<file path="config.mk">
export PLATFORM = sky130hd
export DESIGN_NAME = dio_output_module
export DESIGN_NICKNAME = d
export VERILOG_FILES = /design/src/dio_pkg.sv /design/src/dio_output_module.sv
export VERILOG_INCLUDE_DIRS = /design/src
export SDC_FILE = /design/constraint.sdc
export NUM_CORES = 2
export LEC_CHECK = 0
export BUFFER_PORTS_ARGS = -buffer_cell sky130_fd_sc_hd__buf_2
export CAP_MARGIN = 20
export CORE_MARGIN = 2
export CORE_UTILIZATION = 30
export CTS_CLUSTER_DIAMETER = 100
export DETAILED_ROUTE_END_ITERATION = 7
export MAX_ROUTING_LAYER = met4
export PLACE_DENSITY = 0.53
export SYNTH_ARGS = -nofsm -noshare
export SYNTH_HDL_FRONTEND = slang
export SYNTH_SLANG_ARGS = --single-unit
</file>
<file path="constraint.sdc">
create_clock -name clk_sys -period 70 [get_ports clk_sys]
set_input_delay 7 -clock clk_sys [delete_from_list [all_inputs] [get_ports clk_sys]]
set_output_delay 7 -clock clk_sys [all_outputs]
set_load 0.01 [all_outputs]
</file>
<file path="src/dio_cfg.svh">
`ifndef DIO_CFG_SVH
`define DIO_CFG_SVH

// clock and time base
`define DIO_CLK_PS      4000
`define DIO_MS_PS       1000000000
`define DIO_QUAL_MS     8'hFA
`define DIO_OPCYC_MS    8'hFA
`define DIO_CYC_UNIT_MS 32'h00000064

// register offsets
`define DIO_A_DIFUNC    5'h00
`define DIO_A_CTRL      5'h01
`define DIO_A_ASG1      5'h02
`define DIO_A_ASG2      5'h03
`define DIO_A_SRC1      5'h04
`define DIO_A_SRC2      5'h05
`define DIO_A_MANUAL    5'h06
`define DIO_A_POLARITY  5'h07
`define DIO_A_DADDR     5'h08
`define DIO_A_DCHAN     5'h09
`define DIO_A_BIAS      5'h0A
`define DIO_A_RATIO     5'h0B
`define DIO_A_LIMHI     5'h0C
`define DIO_A_LIMLO     5'h0D
`define DIO_A_STOPMV    5'h0E
`define DIO_A_CYCLE     5'h0F
`define DIO_A_MINONOFF  5'h10
`define DIO_A_DISTATE   5'h11
`define DIO_A_DOSTATE   5'h12
`define DIO_A_ERROR     5'h13

// control fields
`define DIO_CTRL_AREAEN 0
`define DIO_CTRL_DIST   1

// reset values
`define DIO_RST_ADDR    8'hFF
`define DIO_RST_CHAN    7'h01
`define DIO_RST_RATIO   16'h03E8
`define DIO_RST_LIMHI   16'h041A
`define DIO_RST_LIMLO   16'hFFCE
`define DIO_RST_CYCLE   10'h014

// accepted ranges, 17-bit signed
`define DIO_DIFUNC_MAX  17'sh0001D
`define DIO_ASG_MAX     17'sh0000D
`define DIO_ADDR_MIN    17'sh1FFFF
`define DIO_ADDR_MAX    17'sh00063
`define DIO_CHAN_MIN    17'sh00001
`define DIO_BIAS_MAX    17'sh003E8
`define DIO_BIAS_MIN    17'sh1FC18
`define DIO_RATIO_MAX   17'sh0270F
`define DIO_RATIO_MIN   17'sh1D8F1
`define DIO_MV_MAX      17'sh0041A
`define DIO_MV_MIN      17'sh1FFCE
`define DIO_CYCLE_MAX   17'sh003E8
`define DIO_MINOO_MAX   17'sh003E8
`define DIO_ZERO        17'sh00000

// codes
`define DIO_DO_NONE     4'h0
`define DIO_DO_MANUAL   4'hD
`define DIO_ERR_BACKUP  8'h02
`define DIO_RATIO_ONE   32'sh000003E8
`define DIO_ONTIME_DIV  32'sh0000000A

`endif

</file>
<file path="src/dio_pkg.sv">
package dio_pkg;
    typedef logic signed [15:0] dio_val_t;
    typedef enum logic [1:0] {DIO_OK, DIO_FAIL, DIO_HALT} dio_health_t;
endpackage : dio_pkg

</file>
<file path="src/dio_output_module.sv">
`timescale 1ns/1ps
`include "dio_cfg.svh"
// Operation
// accept a new contact level only after 250 ms of stability
// contact function code 0 to 29 selects controller functions
// memory area set signal enable, disabled after reset
// outputs 1-4 and 5-8 each take an assignment code 0 to 13
// each group holds a source module address -1 or 0 to 99
// one manual bit per output: 0 off, 1 on
// polarity 0 drives directly, 1 inverts the output
// assigned outputs update once per 250 ms operating cycle
// distribution select 0 uses assigned signals, 1 the master value
// master chosen by module address -1..99 and channel 1..99
// master value scaled by ratio +-9.999 and bias +-100.0 percent
// value clamped low >= -5.0, high <= 105.0, low <= high
// in STOP mode the separate stop value is output
// value becomes time-proportional switching, cycle 0.1-100 s
// any self-diagnostic error switches every output off
// backup failure reports error code 2 and stops functions
// supply or watchdog trip halts with no error number
// green steady running, green flashing on error, red on abnormality
// communication lamp green while sending or receiving
// on-time is value times cycle; short on/off intervals suppressed
module dio_output_module #(
    parameter int MS_CYCLES = `DIO_MS_PS / `DIO_CLK_PS
) (
    input  wire logic        clk_sys,
    input  wire logic        rst,
    input  wire logic [4:0]  regAddr,
    input  wire logic [15:0] regWdata,
    input  wire logic        regWr,
    input  wire logic        regRd,
    output logic      [15:0] regRdata,
    input  wire logic [7:0]  contactIn,
    output logic      [7:0]  diLevel,
    output logic      [4:0]  diFunc,
    output logic             areaSet,
    output logic      [7:0]  srcAddr1,
    output logic      [3:0]  srcCode1,
    input  wire logic [3:0]  srcSig1,
    output logic      [7:0]  srcAddr2,
    output logic      [3:0]  srcCode2,
    input  wire logic [3:0]  srcSig2,
    output logic      [7:0]  distAddr,
    output logic      [6:0]  distChan,
    input  wire logic [15:0] distMv,
    input  wire logic        ctlStop,
    output logic      [7:0]  doOut,
    input  wire logic        backupFail,
    input  wire logic        supplyTrip,
    input  wire logic        wdogTrip,
    input  wire logic        instAbnormal,
    input  wire logic        commActive,
    output logic             lampGreen,
    output logic             lampRed,
    output logic             lampComm,
    output logic      [7:0]  errCode
);

    function automatic logic inRange(input logic signed [16:0] v,
                                     input logic signed [16:0] lo,
                                     input logic signed [16:0] hi);
        inRange = (v >= lo) && (v <= hi);
    endfunction : inRange

    function automatic logic [3:0] grpSel(input logic [3:0] code,
                                          input logic [3:0] sig,
                                          input logic [3:0] man);
        if (code == `DIO_DO_NONE) begin
            grpSel = 4'h0;
        end else if (code == `DIO_DO_MANUAL) begin
            grpSel = man;
        end else begin
            grpSel = sig;
        end
    endfunction : grpSel

    // time base
    logic [17:0] msCnt_q, msCnt_d;
    logic [7:0]  opCnt_q, opCnt_d;
    logic [16:0] phase_q, phase_d;
    logic [16:0] onMs_q, onMs_d;
    logic        flash_q, flash_d;
    logic        msTick, opTick;

    // registers
    logic [4:0]       diFunc_q, diFunc_d;
    logic [1:0]       ctrl_q, ctrl_d;
    logic [3:0]       asg1_q, asg1_d, asg2_q, asg2_d;
    logic [7:0]       src1_q, src1_d, src2_q, src2_d;
    logic [7:0]       man_q, man_d, pol_q, pol_d;
    logic [7:0]       dAddr_q, dAddr_d;
    logic [6:0]       dChan_q, dChan_d;
    dio_pkg::dio_val_t bias_q, bias_d, ratio_q, ratio_d;
    dio_pkg::dio_val_t hi_q, hi_d, lo_q, lo_d, stop_q, stop_d;
    logic [9:0]       cyc_q, cyc_d, min_q, min_d;
    logic [15:0]      rdata_q, rdata_d;
    logic signed [16:0] wv;

    // outputs and health
    dio_pkg::dio_health_t health_q, health_d;
    logic [7:0] di_q;
    logic [7:0] do_q, do_d;
    logic       green_q, green_d, red_q, red_d, comm_q, comm_d;
    logic       area_q, area_d;
    logic [7:0] err_q, err_d;
    logic       trip, anyFail, pwm;

    // contact qualification
    genvar gi;
    generate
        for (gi = 0; gi < 8; gi++) begin : g_qual
            logic [7:0] cnt_q, cnt_d;
            logic       lvl_q, lvl_d;
            always_comb begin
                cnt_d = cnt_q;
                lvl_d = lvl_q;
                if (contactIn[gi] == lvl_q) begin
                    cnt_d = 8'h00;
                end else if (msTick) begin
                    if (cnt_q == `DIO_QUAL_MS - 8'h01) begin
                        lvl_d = contactIn[gi];
                        cnt_d = 8'h00;
                    end else begin
                        cnt_d = cnt_q + 8'h01;
                    end
                end
            end
            always_ff @(posedge clk_sys) begin
                if (rst) begin
                    cnt_q <= 8'h00;
                    lvl_q <= 1'b0;
                end else begin
                    cnt_q <= cnt_d;
                    lvl_q <= lvl_d;
                end
            end
            assign di_q[gi] = lvl_q;
        end
    endgenerate

    // register file
    always_comb begin
        wv       = {regWdata[15], regWdata};
        diFunc_d = diFunc_q;
        ctrl_d   = ctrl_q;
        asg1_d   = asg1_q;
        asg2_d   = asg2_q;
        src1_d   = src1_q;
        src2_d   = src2_q;
        man_d    = man_q;
        pol_d    = pol_q;
        dAddr_d  = dAddr_q;
        dChan_d  = dChan_q;
        bias_d   = bias_q;
        ratio_d  = ratio_q;
        hi_d     = hi_q;
        lo_d     = lo_q;
        stop_d   = stop_q;
        cyc_d    = cyc_q;
        min_d    = min_q;
        rdata_d  = 16'h0000;
        // out-of-range writes are dropped and the old value kept
        if (regWr) begin
            case (regAddr)
                `DIO_A_DIFUNC: if (inRange(wv, `DIO_ZERO, `DIO_DIFUNC_MAX)) begin
                    diFunc_d = regWdata[4:0];
                end
                `DIO_A_CTRL: ctrl_d = regWdata[1:0]; // see
                `DIO_A_ASG1: if (inRange(wv, `DIO_ZERO, `DIO_ASG_MAX)) begin
                    asg1_d = regWdata[3:0];
                end
                `DIO_A_ASG2: if (inRange(wv, `DIO_ZERO, `DIO_ASG_MAX)) begin
                    asg2_d = regWdata[3:0];
                end
                `DIO_A_SRC1: if (inRange(wv, `DIO_ADDR_MIN, `DIO_ADDR_MAX)) begin
                    src1_d = regWdata[7:0];
                end
                `DIO_A_SRC2: if (inRange(wv, `DIO_ADDR_MIN, `DIO_ADDR_MAX)) begin
                    src2_d = regWdata[7:0];
                end
                `DIO_A_MANUAL: man_d = regWdata[7:0];
                `DIO_A_POLARITY: pol_d = regWdata[7:0];
                `DIO_A_DADDR: if (inRange(wv, `DIO_ADDR_MIN, `DIO_ADDR_MAX)) begin
                    dAddr_d = regWdata[7:0];
                end
                `DIO_A_DCHAN: if (inRange(wv, `DIO_CHAN_MIN, `DIO_ADDR_MAX)) begin
                    dChan_d = regWdata[6:0];
                end
                `DIO_A_BIAS: if (inRange(wv, `DIO_BIAS_MIN, `DIO_BIAS_MAX)) begin
                    bias_d = regWdata;
                end
                `DIO_A_RATIO: if (inRange(wv, `DIO_RATIO_MIN, `DIO_RATIO_MAX)) begin
                    ratio_d = regWdata;
                end
                `DIO_A_LIMHI: if (inRange(wv, {lo_q[15], lo_q}, `DIO_MV_MAX)) begin
                    hi_d = regWdata;
                end
                `DIO_A_LIMLO: if (inRange(wv, `DIO_MV_MIN, {hi_q[15], hi_q})) begin
                    lo_d = regWdata;
                end
                `DIO_A_STOPMV: if (inRange(wv, `DIO_MV_MIN, `DIO_MV_MAX)) begin
                    stop_d = regWdata;
                end
                `DIO_A_CYCLE: if (inRange(wv, `DIO_CHAN_MIN, `DIO_CYCLE_MAX)) begin
                    cyc_d = regWdata[9:0];
                end
                `DIO_A_MINONOFF: if (inRange(wv, `DIO_ZERO, `DIO_MINOO_MAX)) begin
                    min_d = regWdata[9:0];
                end
                default: ;
            endcase
        end
        if (regRd) begin
            case (regAddr)
                `DIO_A_DIFUNC:   rdata_d = {11'h000, diFunc_q};
                `DIO_A_CTRL:     rdata_d = {14'h0000, ctrl_q};
                `DIO_A_ASG1:     rdata_d = {12'h000, asg1_q};
                `DIO_A_ASG2:     rdata_d = {12'h000, asg2_q};
                `DIO_A_SRC1:     rdata_d = {{8{src1_q[7]}}, src1_q};
                `DIO_A_SRC2:     rdata_d = {{8{src2_q[7]}}, src2_q};
                `DIO_A_MANUAL:   rdata_d = {8'h00, man_q};
                `DIO_A_POLARITY: rdata_d = {8'h00, pol_q};
                `DIO_A_DADDR:    rdata_d = {{8{dAddr_q[7]}}, dAddr_q};
                `DIO_A_DCHAN:    rdata_d = {9'h000, dChan_q};
                `DIO_A_BIAS:     rdata_d = bias_q;
                `DIO_A_RATIO:    rdata_d = ratio_q;
                `DIO_A_LIMHI:    rdata_d = hi_q;
                `DIO_A_LIMLO:    rdata_d = lo_q;
                `DIO_A_STOPMV:   rdata_d = stop_q;
                `DIO_A_CYCLE:    rdata_d = {6'h00, cyc_q};
                `DIO_A_MINONOFF: rdata_d = {6'h00, min_q};
                `DIO_A_DISTATE:  rdata_d = {8'h00, di_q};
                `DIO_A_DOSTATE:  rdata_d = {8'h00, do_q};
                `DIO_A_ERROR:    rdata_d = {6'h00, health_q, err_q};
                default:         rdata_d = 16'h0000;
            endcase
        end
    end

    always_ff @(posedge clk_sys) begin
        if (rst) begin
            diFunc_q <= 5'h00;
            ctrl_q   <= 2'h0;
            asg1_q   <= 4'h0;
            asg2_q   <= 4'h0;
            src1_q   <= `DIO_RST_ADDR;
            src2_q   <= `DIO_RST_ADDR;
            man_q    <= 8'h00;
            pol_q    <= 8'h00;
            dAddr_q  <= `DIO_RST_ADDR;
            dChan_q  <= `DIO_RST_CHAN;
            bias_q   <= 16'h0000;
            ratio_q  <= `DIO_RST_RATIO;
            hi_q     <= `DIO_RST_LIMHI;
            lo_q     <= `DIO_RST_LIMLO;
            stop_q   <= 16'h0000;
            cyc_q    <= `DIO_RST_CYCLE;
            min_q    <= 10'h000;
            rdata_q  <= 16'h0000;
        end else begin
            diFunc_q <= diFunc_d;
            ctrl_q   <= ctrl_d;
            asg1_q   <= asg1_d;
            asg2_q   <= asg2_d;
            src1_q   <= src1_d;
            src2_q   <= src2_d;
            man_q    <= man_d;
            pol_q    <= pol_d;
            dAddr_q  <= dAddr_d;
            dChan_q  <= dChan_d;
            bias_q   <= bias_d;
            ratio_q  <= ratio_d;
            hi_q     <= hi_d;
            lo_q     <= lo_d;
            stop_q   <= stop_d;
            cyc_q    <= cyc_d;
            min_q    <= min_d;
            rdata_q  <= rdata_d;
        end
    end

    // distribution value and proportional cycle
    logic signed [31:0] prod, val, onT, cycMs;

    assign msTick = (msCnt_q == 18'(MS_CYCLES - 1));
    assign opTick = msTick && (opCnt_q == `DIO_OPCYC_MS - 8'h01);

    always_comb begin
        prod  = 32'($signed(distMv)) * 32'(ratio_q);
        val   = prod / `DIO_RATIO_ONE + 32'(bias_q);
        if (val > 32'(hi_q)) begin
            val = 32'(hi_q);
        end else if (val < 32'(lo_q)) begin
            val = 32'(lo_q);
        end
        if (ctlStop) begin
            val = 32'(stop_q);
        end
        cycMs = $signed(32'(cyc_q) * `DIO_CYC_UNIT_MS);
        onT   = (val * $signed(32'(cyc_q))) / `DIO_ONTIME_DIV;
        if (onT < 32'sh0) begin
            onT = 32'sh0;
        end else if (onT > cycMs) begin
            onT = cycMs;
        end
        if (onT < 32'(min_q)) begin
            onT = 32'sh0;
        end else if (cycMs - onT < 32'(min_q)) begin
            onT = cycMs;
        end
        msCnt_d = msTick ? 18'h00000 : msCnt_q + 18'h00001;
        opCnt_d = opCnt_q;
        phase_d = phase_q;
        onMs_d  = onMs_q;
        flash_d = flash_q;
        if (msTick) begin
            opCnt_d = opTick ? 8'h00 : opCnt_q + 8'h01;
            phase_d = (32'(phase_q) >= cycMs - 32'sh1) ? 17'h00000 : phase_q + 17'h00001;
        end
        if (opTick) begin
            onMs_d  = onT[16:0];
            flash_d = !flash_q;
        end
    end

    always_ff @(posedge clk_sys) begin
        if (rst) begin
            msCnt_q <= 18'h00000;
            opCnt_q <= 8'h00;
            phase_q <= 17'h00000;
            onMs_q  <= 17'h00000;
            flash_q <= 1'b0;
        end else begin
            msCnt_q <= msCnt_d;
            opCnt_q <= opCnt_d;
            phase_q <= phase_d;
            onMs_q  <= onMs_d;
            flash_q <= flash_d;
        end
    end

    // outputs, health, lamps
    assign trip    = supplyTrip || wdogTrip;
    assign anyFail = trip || backupFail;
    assign pwm     = phase_q < onMs_q;

    always_comb begin
        health_d = health_q;
        case (health_q)
            dio_pkg::DIO_OK: begin
                if (trip) begin
                    health_d = dio_pkg::DIO_HALT;
                end else if (backupFail) begin
                    health_d = dio_pkg::DIO_FAIL;
                end
            end
            dio_pkg::DIO_FAIL: if (trip) begin
                health_d = dio_pkg::DIO_HALT;
            end
            dio_pkg::DIO_HALT: health_d = dio_pkg::DIO_HALT;
            default: health_d = dio_pkg::DIO_OK;
        endcase
        err_d = (health_d == dio_pkg::DIO_FAIL) ? `DIO_ERR_BACKUP : 8'h00; // see
        do_d  = do_q;
        if (health_d != dio_pkg::DIO_OK) begin
            do_d = 8'h00;
        end else if (ctrl_q[`DIO_CTRL_DIST]) begin
            do_d = {8{pwm}} ^ pol_q; // see
        end else if (opTick) begin
            do_d = {grpSel(asg2_q, srcSig2, man_q[7:4]),
                    grpSel(asg1_q, srcSig1, man_q[3:0])} ^ pol_q; // see see
        end
        case (health_d)
            dio_pkg::DIO_OK:   green_d = 1'b1;
            dio_pkg::DIO_FAIL: green_d = flash_q;
            default:           green_d = 1'b0;
        endcase
        red_d  = instAbnormal;
        comm_d = commActive;
        area_d = ctrl_q[`DIO_CTRL_AREAEN] && di_q[7] && (health_d == dio_pkg::DIO_OK);
    end

    always_ff @(posedge clk_sys) begin
        if (rst) begin
            health_q <= dio_pkg::DIO_OK;
            err_q    <= 8'h00;
            do_q     <= 8'h00;
            green_q  <= 1'b0;
            red_q    <= 1'b0;
            comm_q   <= 1'b0;
            area_q   <= 1'b0;
        end else begin
            health_q <= health_d;
            err_q    <= err_d;
            do_q     <= do_d;
            green_q  <= green_d;
            red_q    <= red_d;
            comm_q   <= comm_d;
            area_q   <= area_d;
        end
    end

    assign regRdata  = rdata_q;
    assign diLevel   = di_q;
    assign diFunc    = diFunc_q;
    assign areaSet   = area_q;
    assign srcAddr1  = src1_q;
    assign srcCode1  = asg1_q;
    assign srcAddr2  = src2_q;
    assign srcCode2  = asg2_q;
    assign distAddr  = dAddr_q;
    assign distChan  = dChan_q;
    assign doOut     = do_q;
    assign lampGreen = green_q;
    assign lampRed   = red_q;
    assign lampComm  = comm_q;
    assign errCode   = err_q;

    logic [8:0] hStable;
    always_ff @(posedge clk_sys) begin
        if (rst || contactIn[0] == diLevel[0]) begin
            hStable <= 9'h000;
        end else if (msTick && hStable != 9'h1FF) begin
            hStable <= hStable + 9'h001;
        end
    end
endmodule : dio_output_module

</file>
Yosys cells after proc, flatten, opt, wreduce, memory -nomap -nowiden
Index checks and enable logic that the tools add are counted.
{"block": "classes", "magnitude_cmp": 22, "reduce_logical": 59, "n_mul": 3, "n_div": 2, "n_mux": 36, "eq_ne": 42, "bitwise_logic": 11, "n_addsub": 14}
{"op": "$pmux 16 s20", "n": 1}
{"op": "$mux 32", "n": 5}
{"op": "$mux 8", "n": 11}
{"op": "$add 8x1->8 const B", "n": 9}
{"op": "$eq 8x8->1 const B", "n": 9}
{"op": "$reduce_and 3->1", "n": 22}
{"op": "$lt 32x10->1", "n": 2}
{"op": "$mux 17", "n": 3}
{"op": "$eq 5x4->1 const B", "n": 8}
{"op": "$mux 4", "n": 10}
{"op": "$add 32x16->32", "n": 1}
{"op": "$div 32x11->32 const B", "n": 1}
{"op": "$div 32x5->32 const B", "n": 1}
{"op": "$ge 16x1->1 const B", "n": 2}
{"op": "$ge 17x32->1", "n": 1}
{"op": "$gt 32x16->1", "n": 1}
{"op": "$gt 32x18->1", "n": 1}
{"op": "$lt 32x1->1 const B", "n": 1}
{"op": "$lt 32x16->1", "n": 1}
{"op": "$mul 16x16->32", "n": 1}
{"op": "$mul 32x11->32", "n": 1}
{"op": "$sub 17x32->32", "n": 1}
{"op": "$reduce_or 2->1", "n": 11}
{"op": "$eq 5x3->1 const B", "n": 4}
{"op": "38 further kinds", "n": 81}
{"block": "word_totals", "out_inout_bits": 88, "inputBits": 63, "ff_bits": 333, "elab_cells": 235}

Depth between registers and ports, before layout
{"block": "depth", "word_depth": 16, "depth_mapped": 274, "mapped_depth_nobuf": 247}

Worst setup path before layout
Ideal clock, no wire load.
{"block": "synth_path", "kind": "input to register", "start": "in distMv[15]", "end": "reg onMs_q[5]", "path_stages": 256, "n_path_buf": 16, "required_ns": 69.871, "setup_ns": 0.129, "t_arrival_ns": 60.135, "path_slack_ns": 9.736, "path_cell_list": "clkbuf_1 > nand2_1 > inv_1 > fa_1 > inv_1 > fa_1 > inv_1 > fa_1 > fa_1 > fa_1 > inv_1 > fa_1 > inv_1 > ha_1 > a21oi_1 > o211ai_1 > or3_1 > nor3_1 > [220 not listed] > o21a_1 > o21a_1 > nor2_1 > nor2_1 > nor2_1 > nor2_1 > o21a_1 > o21a_1 > o21ai_0 > nand2b_1 > a21oi_1 > mux2i_1 > a2111o_1 > a311oi_2 > o2111ai_4 > buf_6 > mux2i_1 > o22ai_1"}
{"block": "synth_via", "elab_chain_cells": 16, "word_cells_on_any_way": 19, "classes_between": "add/sub (2); mul (2); div (2); order compare (6); mux (7)"}
{"element": "start, declared", "line_no": "dio_output_module.sv:46", "text": "input wire logic [15:0] distMv,"}
{"element": "$mul 16x16->32 *", "line_no": "dio_output_module.sv:290", "text": "prod = 32'($signed(distMv)) * 32'(ratio_q);"}
{"element": "$div 32x11->32 (no source line) *"}
{"element": "$add 32x16->32 *", "line_no": "dio_output_module.sv:291", "text": "val = prod / `DIO_RATIO_ONE + 32'(bias_q);"}
{"element": "$lt 32x16->1", "line_no": "dio_output_module.sv:294", "text": "end else if (val < 32'(lo_q)) begin"}
{"element": "$mux 32", "line_no": "dio_output_module.sv:294"}
{"element": "$mux 32 *", "line_no": "dio_output_module.sv:292", "text": "if (val > 32'(hi_q)) begin"}
{"element": "$mux 32 *", "line_no": "dio_output_module.sv:297", "text": "if (ctlStop) begin"}
{"element": "$mul 32x11->32 *", "line_no": "dio_output_module.sv:301", "text": "onT = (val * $signed(32'(cyc_q))) / `DIO_ONTIME_DIV;"}
{"element": "$div 32x5->32 (no source line) *"}
{"element": "$gt 32x18->1", "line_no": "dio_output_module.sv:304", "text": "end else if (onT > cycMs) begin"}
{"element": "$mux 32", "line_no": "dio_output_module.sv:304"}
{"element": "$mux 32 *", "line_no": "dio_output_module.sv:302", "text": "if (onT < 32'sh0) begin"}
{"element": "$sub 17x32->32", "line_no": "dio_output_module.sv:309", "text": "end else if (cycMs - onT < 32'(min_q)) begin"}
{"element": "$lt 32x10->1", "line_no": "dio_output_module.sv:309"}
{"element": "$mux 17", "line_no": "dio_output_module.sv:309"}
{"element": "$mux 17 *", "line_no": "dio_output_module.sv:307", "text": "if (onT < 32'(min_q)) begin"}
{"element": "end signal, assigned", "line_no": "dio_output_module.sv:338", "text": "onMs_q <= onMs_d;"}
{"element": "end, declared", "line_no": "dio_output_module.sv:82", "text": "logic [16:0] onMs_q, onMs_d;"}
Every way passes the cells marked *; elsewhere a longest branch is shown, timed or not.
A chain may end at the register's enable or synchronous reset.

Final worst setup path
{"block": "layout_path", "start": "in distMv[7]", "end": "reg onMs_q[11]"}
Same word-level chain as after synthesis.

==> results.md <==
- Result of the run: complete, no violations
- Clk slew on worst S/H paths: 0.06 ns
- Vias in the first global route: 50800
- DRC: 0
- Num CTS Buffers: 39
- Tcrit/Tclk final: 94.8%
- Largest area contributor in the netlist: fa_1
- CTS sink count: 326
- IO Pins: 151
- Filler Cells Inserted: 19600
- Fin util: 33.2%
- DRT iter0 DRCs: 3994
- YS warnings: 0
- Drt total wl: 193000 um
- Crit-path max cell delay: 0.65 ns
- Worst r2r dst: onMs_q[11]
- Final HPWL DP: 154000 um
- Clk_skew: 0.0578 ns
- First-pass GRT wire length: 300000 um
- Critical Path Sink Type: register
- Post-route minimum period: 66.37 ns
- Mean Syn Cell Area: 7.99 sq um
- Fin. max-slew vios: 0
- Number of synthesized flops with an enable pin: 0
- Setup WS post-layout: 3.63 ns
- Vias per cell: 5.48
- Width of the die: 435 um
- GR Util All Layers: 20.3%
- Critical Path Source: distMv[7]
- CP Max Fanout: 19
- Max cap viols: 0
- Post-route ant nets: 0
- Post-layout nets: 7974
- Wire length per cell: 20.3 um
- FMAX: 15.1 MHz
- Area grow syn2layout: 10.4%
- Slew @ Worst Pin: 1.14 ns
- Max-Slew Margin vs Limit: 23.7%
- Tightest Hold Check Type: register to register
- Critical Path Start Type: input port
- Area contributors post-synth: fa_1 17%, dfxtp_1 12%, ha_1 9.5%, inv_1 4.7%, nor2_1 4.3%
- Reg2reg setup slack: 9.30 ns
- CP arrival: 66.83 ns
- Critical Path Slowest Stage Cell: o41ai_4
- Finish-stage setup viols: 0
- Post-synth top cells: 694 x inv_1, 638 x nor2_1, 597 x nand2_1
- Core area: 185000 sq um
- Top cell type's share of synthesized area: 16.7%
- Final hold vios: 0
- Setup CP Type: input port to register
- Grt ovf: 0
- Placed cell area: 58900 sq um
- Share of layout cells above drive strength 1: 10.1%
- Row count: 158
- Seq/Total Area, Yosys: 11.7%
- Most frequent cell after synthesis: inv_1
- DR vias: 52200
- CTS max path bufs: 3
- Worst Setup EP: onMs_q[11]
- CTS tree: done
- Port Buf Inserts: 143
- Post-synth ARST share: 0%
- Placed cell count: 9399
- Most frequent CP cell: a21oi_1
- Final Cell Area: 61500 sq um
- H-tree levels: 2
- Clock Root Buffer: clkbuf_16
- DP Worst Slack: -0.721 ns
- Non-filler cells, final: 9528
- Reg2reg start: ratio_q[15]
- Height of the die: 435 um
- Drt pass-1 iters: 7
- Clock latency on the worst-skew pair: 0.61 ns
- Die area: 189000 sq um
- Reg2Reg Depth: 245
- Count of different cell masters after synthesis: 159
- Initial antenna violation count: 4
- Routability congestion estimate: 0.938
- Largest net degree at the start of global routing: 67
- Count of state elements after synthesis: 326
- Critical Path RT: 70.46 ns
- Cell count after synthesis: 6972
- Initial Util: 30.1%
- Mapped cell area: 55700 sq um
- Top FF cell, synth: dfxtp_1
## worst min path at each step
| stage | from | to | slack, ns | cells past startpoint |
|---|---|---|---|---|
| 2_1_floorplan | msCnt_q[0] | msCnt_q[0] | 0.43 | 1 |
| 3_3_place_gp | msCnt_q[0] | msCnt_q[0] | 0.45 | 1 |
| 3_5_place_dp | ratio_q[14] | ratio_q[14] | 0.46 | 1 |
| 4_1_cts | ctrl_q[0] | ctrl_q[0] | 0.48 | 2 |
| 5_1_grt | stop_q[13] | stop_q[13] | 0.50 | 2 |
| 6_report | msCnt_q[0] | msCnt_q[0] | 0.48 | 1 |
## critical path, delay by kind of cell
kind / cells / cell delay (ns)
XOR/XNOR: 15 / 3.45
buffers and inverters: 17 / 2.07
multiplexers: 11 / 3.42
AND/OR/NAND/NOR: 55 / 11.51
AO/OA/AOI/OAI: 129 / 31.05
adder cells (fa/ha/maj): 19 / 8.21
## layout by cell type, fill, tap and decap left out, drive strengths merged, types with 101 or more instances in the layout
master	synthesis	layout
inv	694	695
nor2	647	647
nand2	600	600
fa	466	466
ha	424	424
a21oi	409	409
dfxtp	326	326
buf	120	317
xnor2	271	271
o21ai	259	259
and2	225	225
nor3	197	197
xor2	169	169
mux2i	142	142
nand3	140	141
a21o	119	119
nand4	101	101
## per-stage QoR
stage          TNS [ns]  hold slack [ns]
2_1_floorplan         0            0.426
3_3_place_gp          0            0.448
3_5_place_dp     -10.49            0.464
4_1_cts               0            0.477
5_1_grt           -1.37            0.499
6_report              0            0.478
## layout make-up
| class | instances | area (sq um) | area share [%] |
|---|---|---|---|
| multi-input combinational | 5637 | 45900 | 74.6 |
| inverter | 697 | 2620 | 4.26 |
| timing repair buffer | 320 | 2090 | 3.40 |
| sequential | 326 | 6530 | 10.6 |
| antenna | 1 | 2.50 | 0.00407 |
| tap | 2480 | 3100 | 5.05 |
| clock buffer | 55 | 1140 | 1.85 |
| clock inverter | 12 | 139 | 0.226 |
## sequential cells by signal, indices dropped and copies added, names as in the netlist, 16 cells and up
signal and flops:
onMs_q 17, bias_q 16, g_qual.cnt_q 64, phase_q 17, hi_q 16, lo_q 16, ratio_q 16, regRdata 16
stop_q 16, msCnt_q 18
## cells by family (layout without fill, tap and decap cells)
family | Yosys count | count (layout) | share of synthesized area (%)
flip-flops | 326 | 326 | 11.7
buffers and inverters | 1017 | 1084 | 7.59
AO/OA/AOI/OAI | 1754 | 1754 | 23.0
XOR/XNOR | 440 | 440 | 7.08
other | 1 | 8 | 0.00673
adder cells (fa/ha/maj) | 900 | 900 | 26.5
AND/OR/NAND/NOR | 2354 | 2356 | 20.7
multiplexers | 180 | 180 | 3.42
## per-layer routing
metal,up-vias,track usage (%),share of wire [%]
li1,24700,-,-
met1,25700,25.0,42
met2,1544,34.7,49
met3,321,1.52,4.4
met4,0,7.43,4.4
met5,-,-,0
## timing repair
item                                    in CTS  in global routing
endpoints found under the setup margin      17                 17
resized for setup                            2                145
setup buffers                                0                 57
hold buffers                                 0                  0
pin swaps                                    0                 23
cloned                                       0                  2
Power is not shown: default switching activity piles up to over one toggle a cycle in this logic, so the estimate is an artifact.
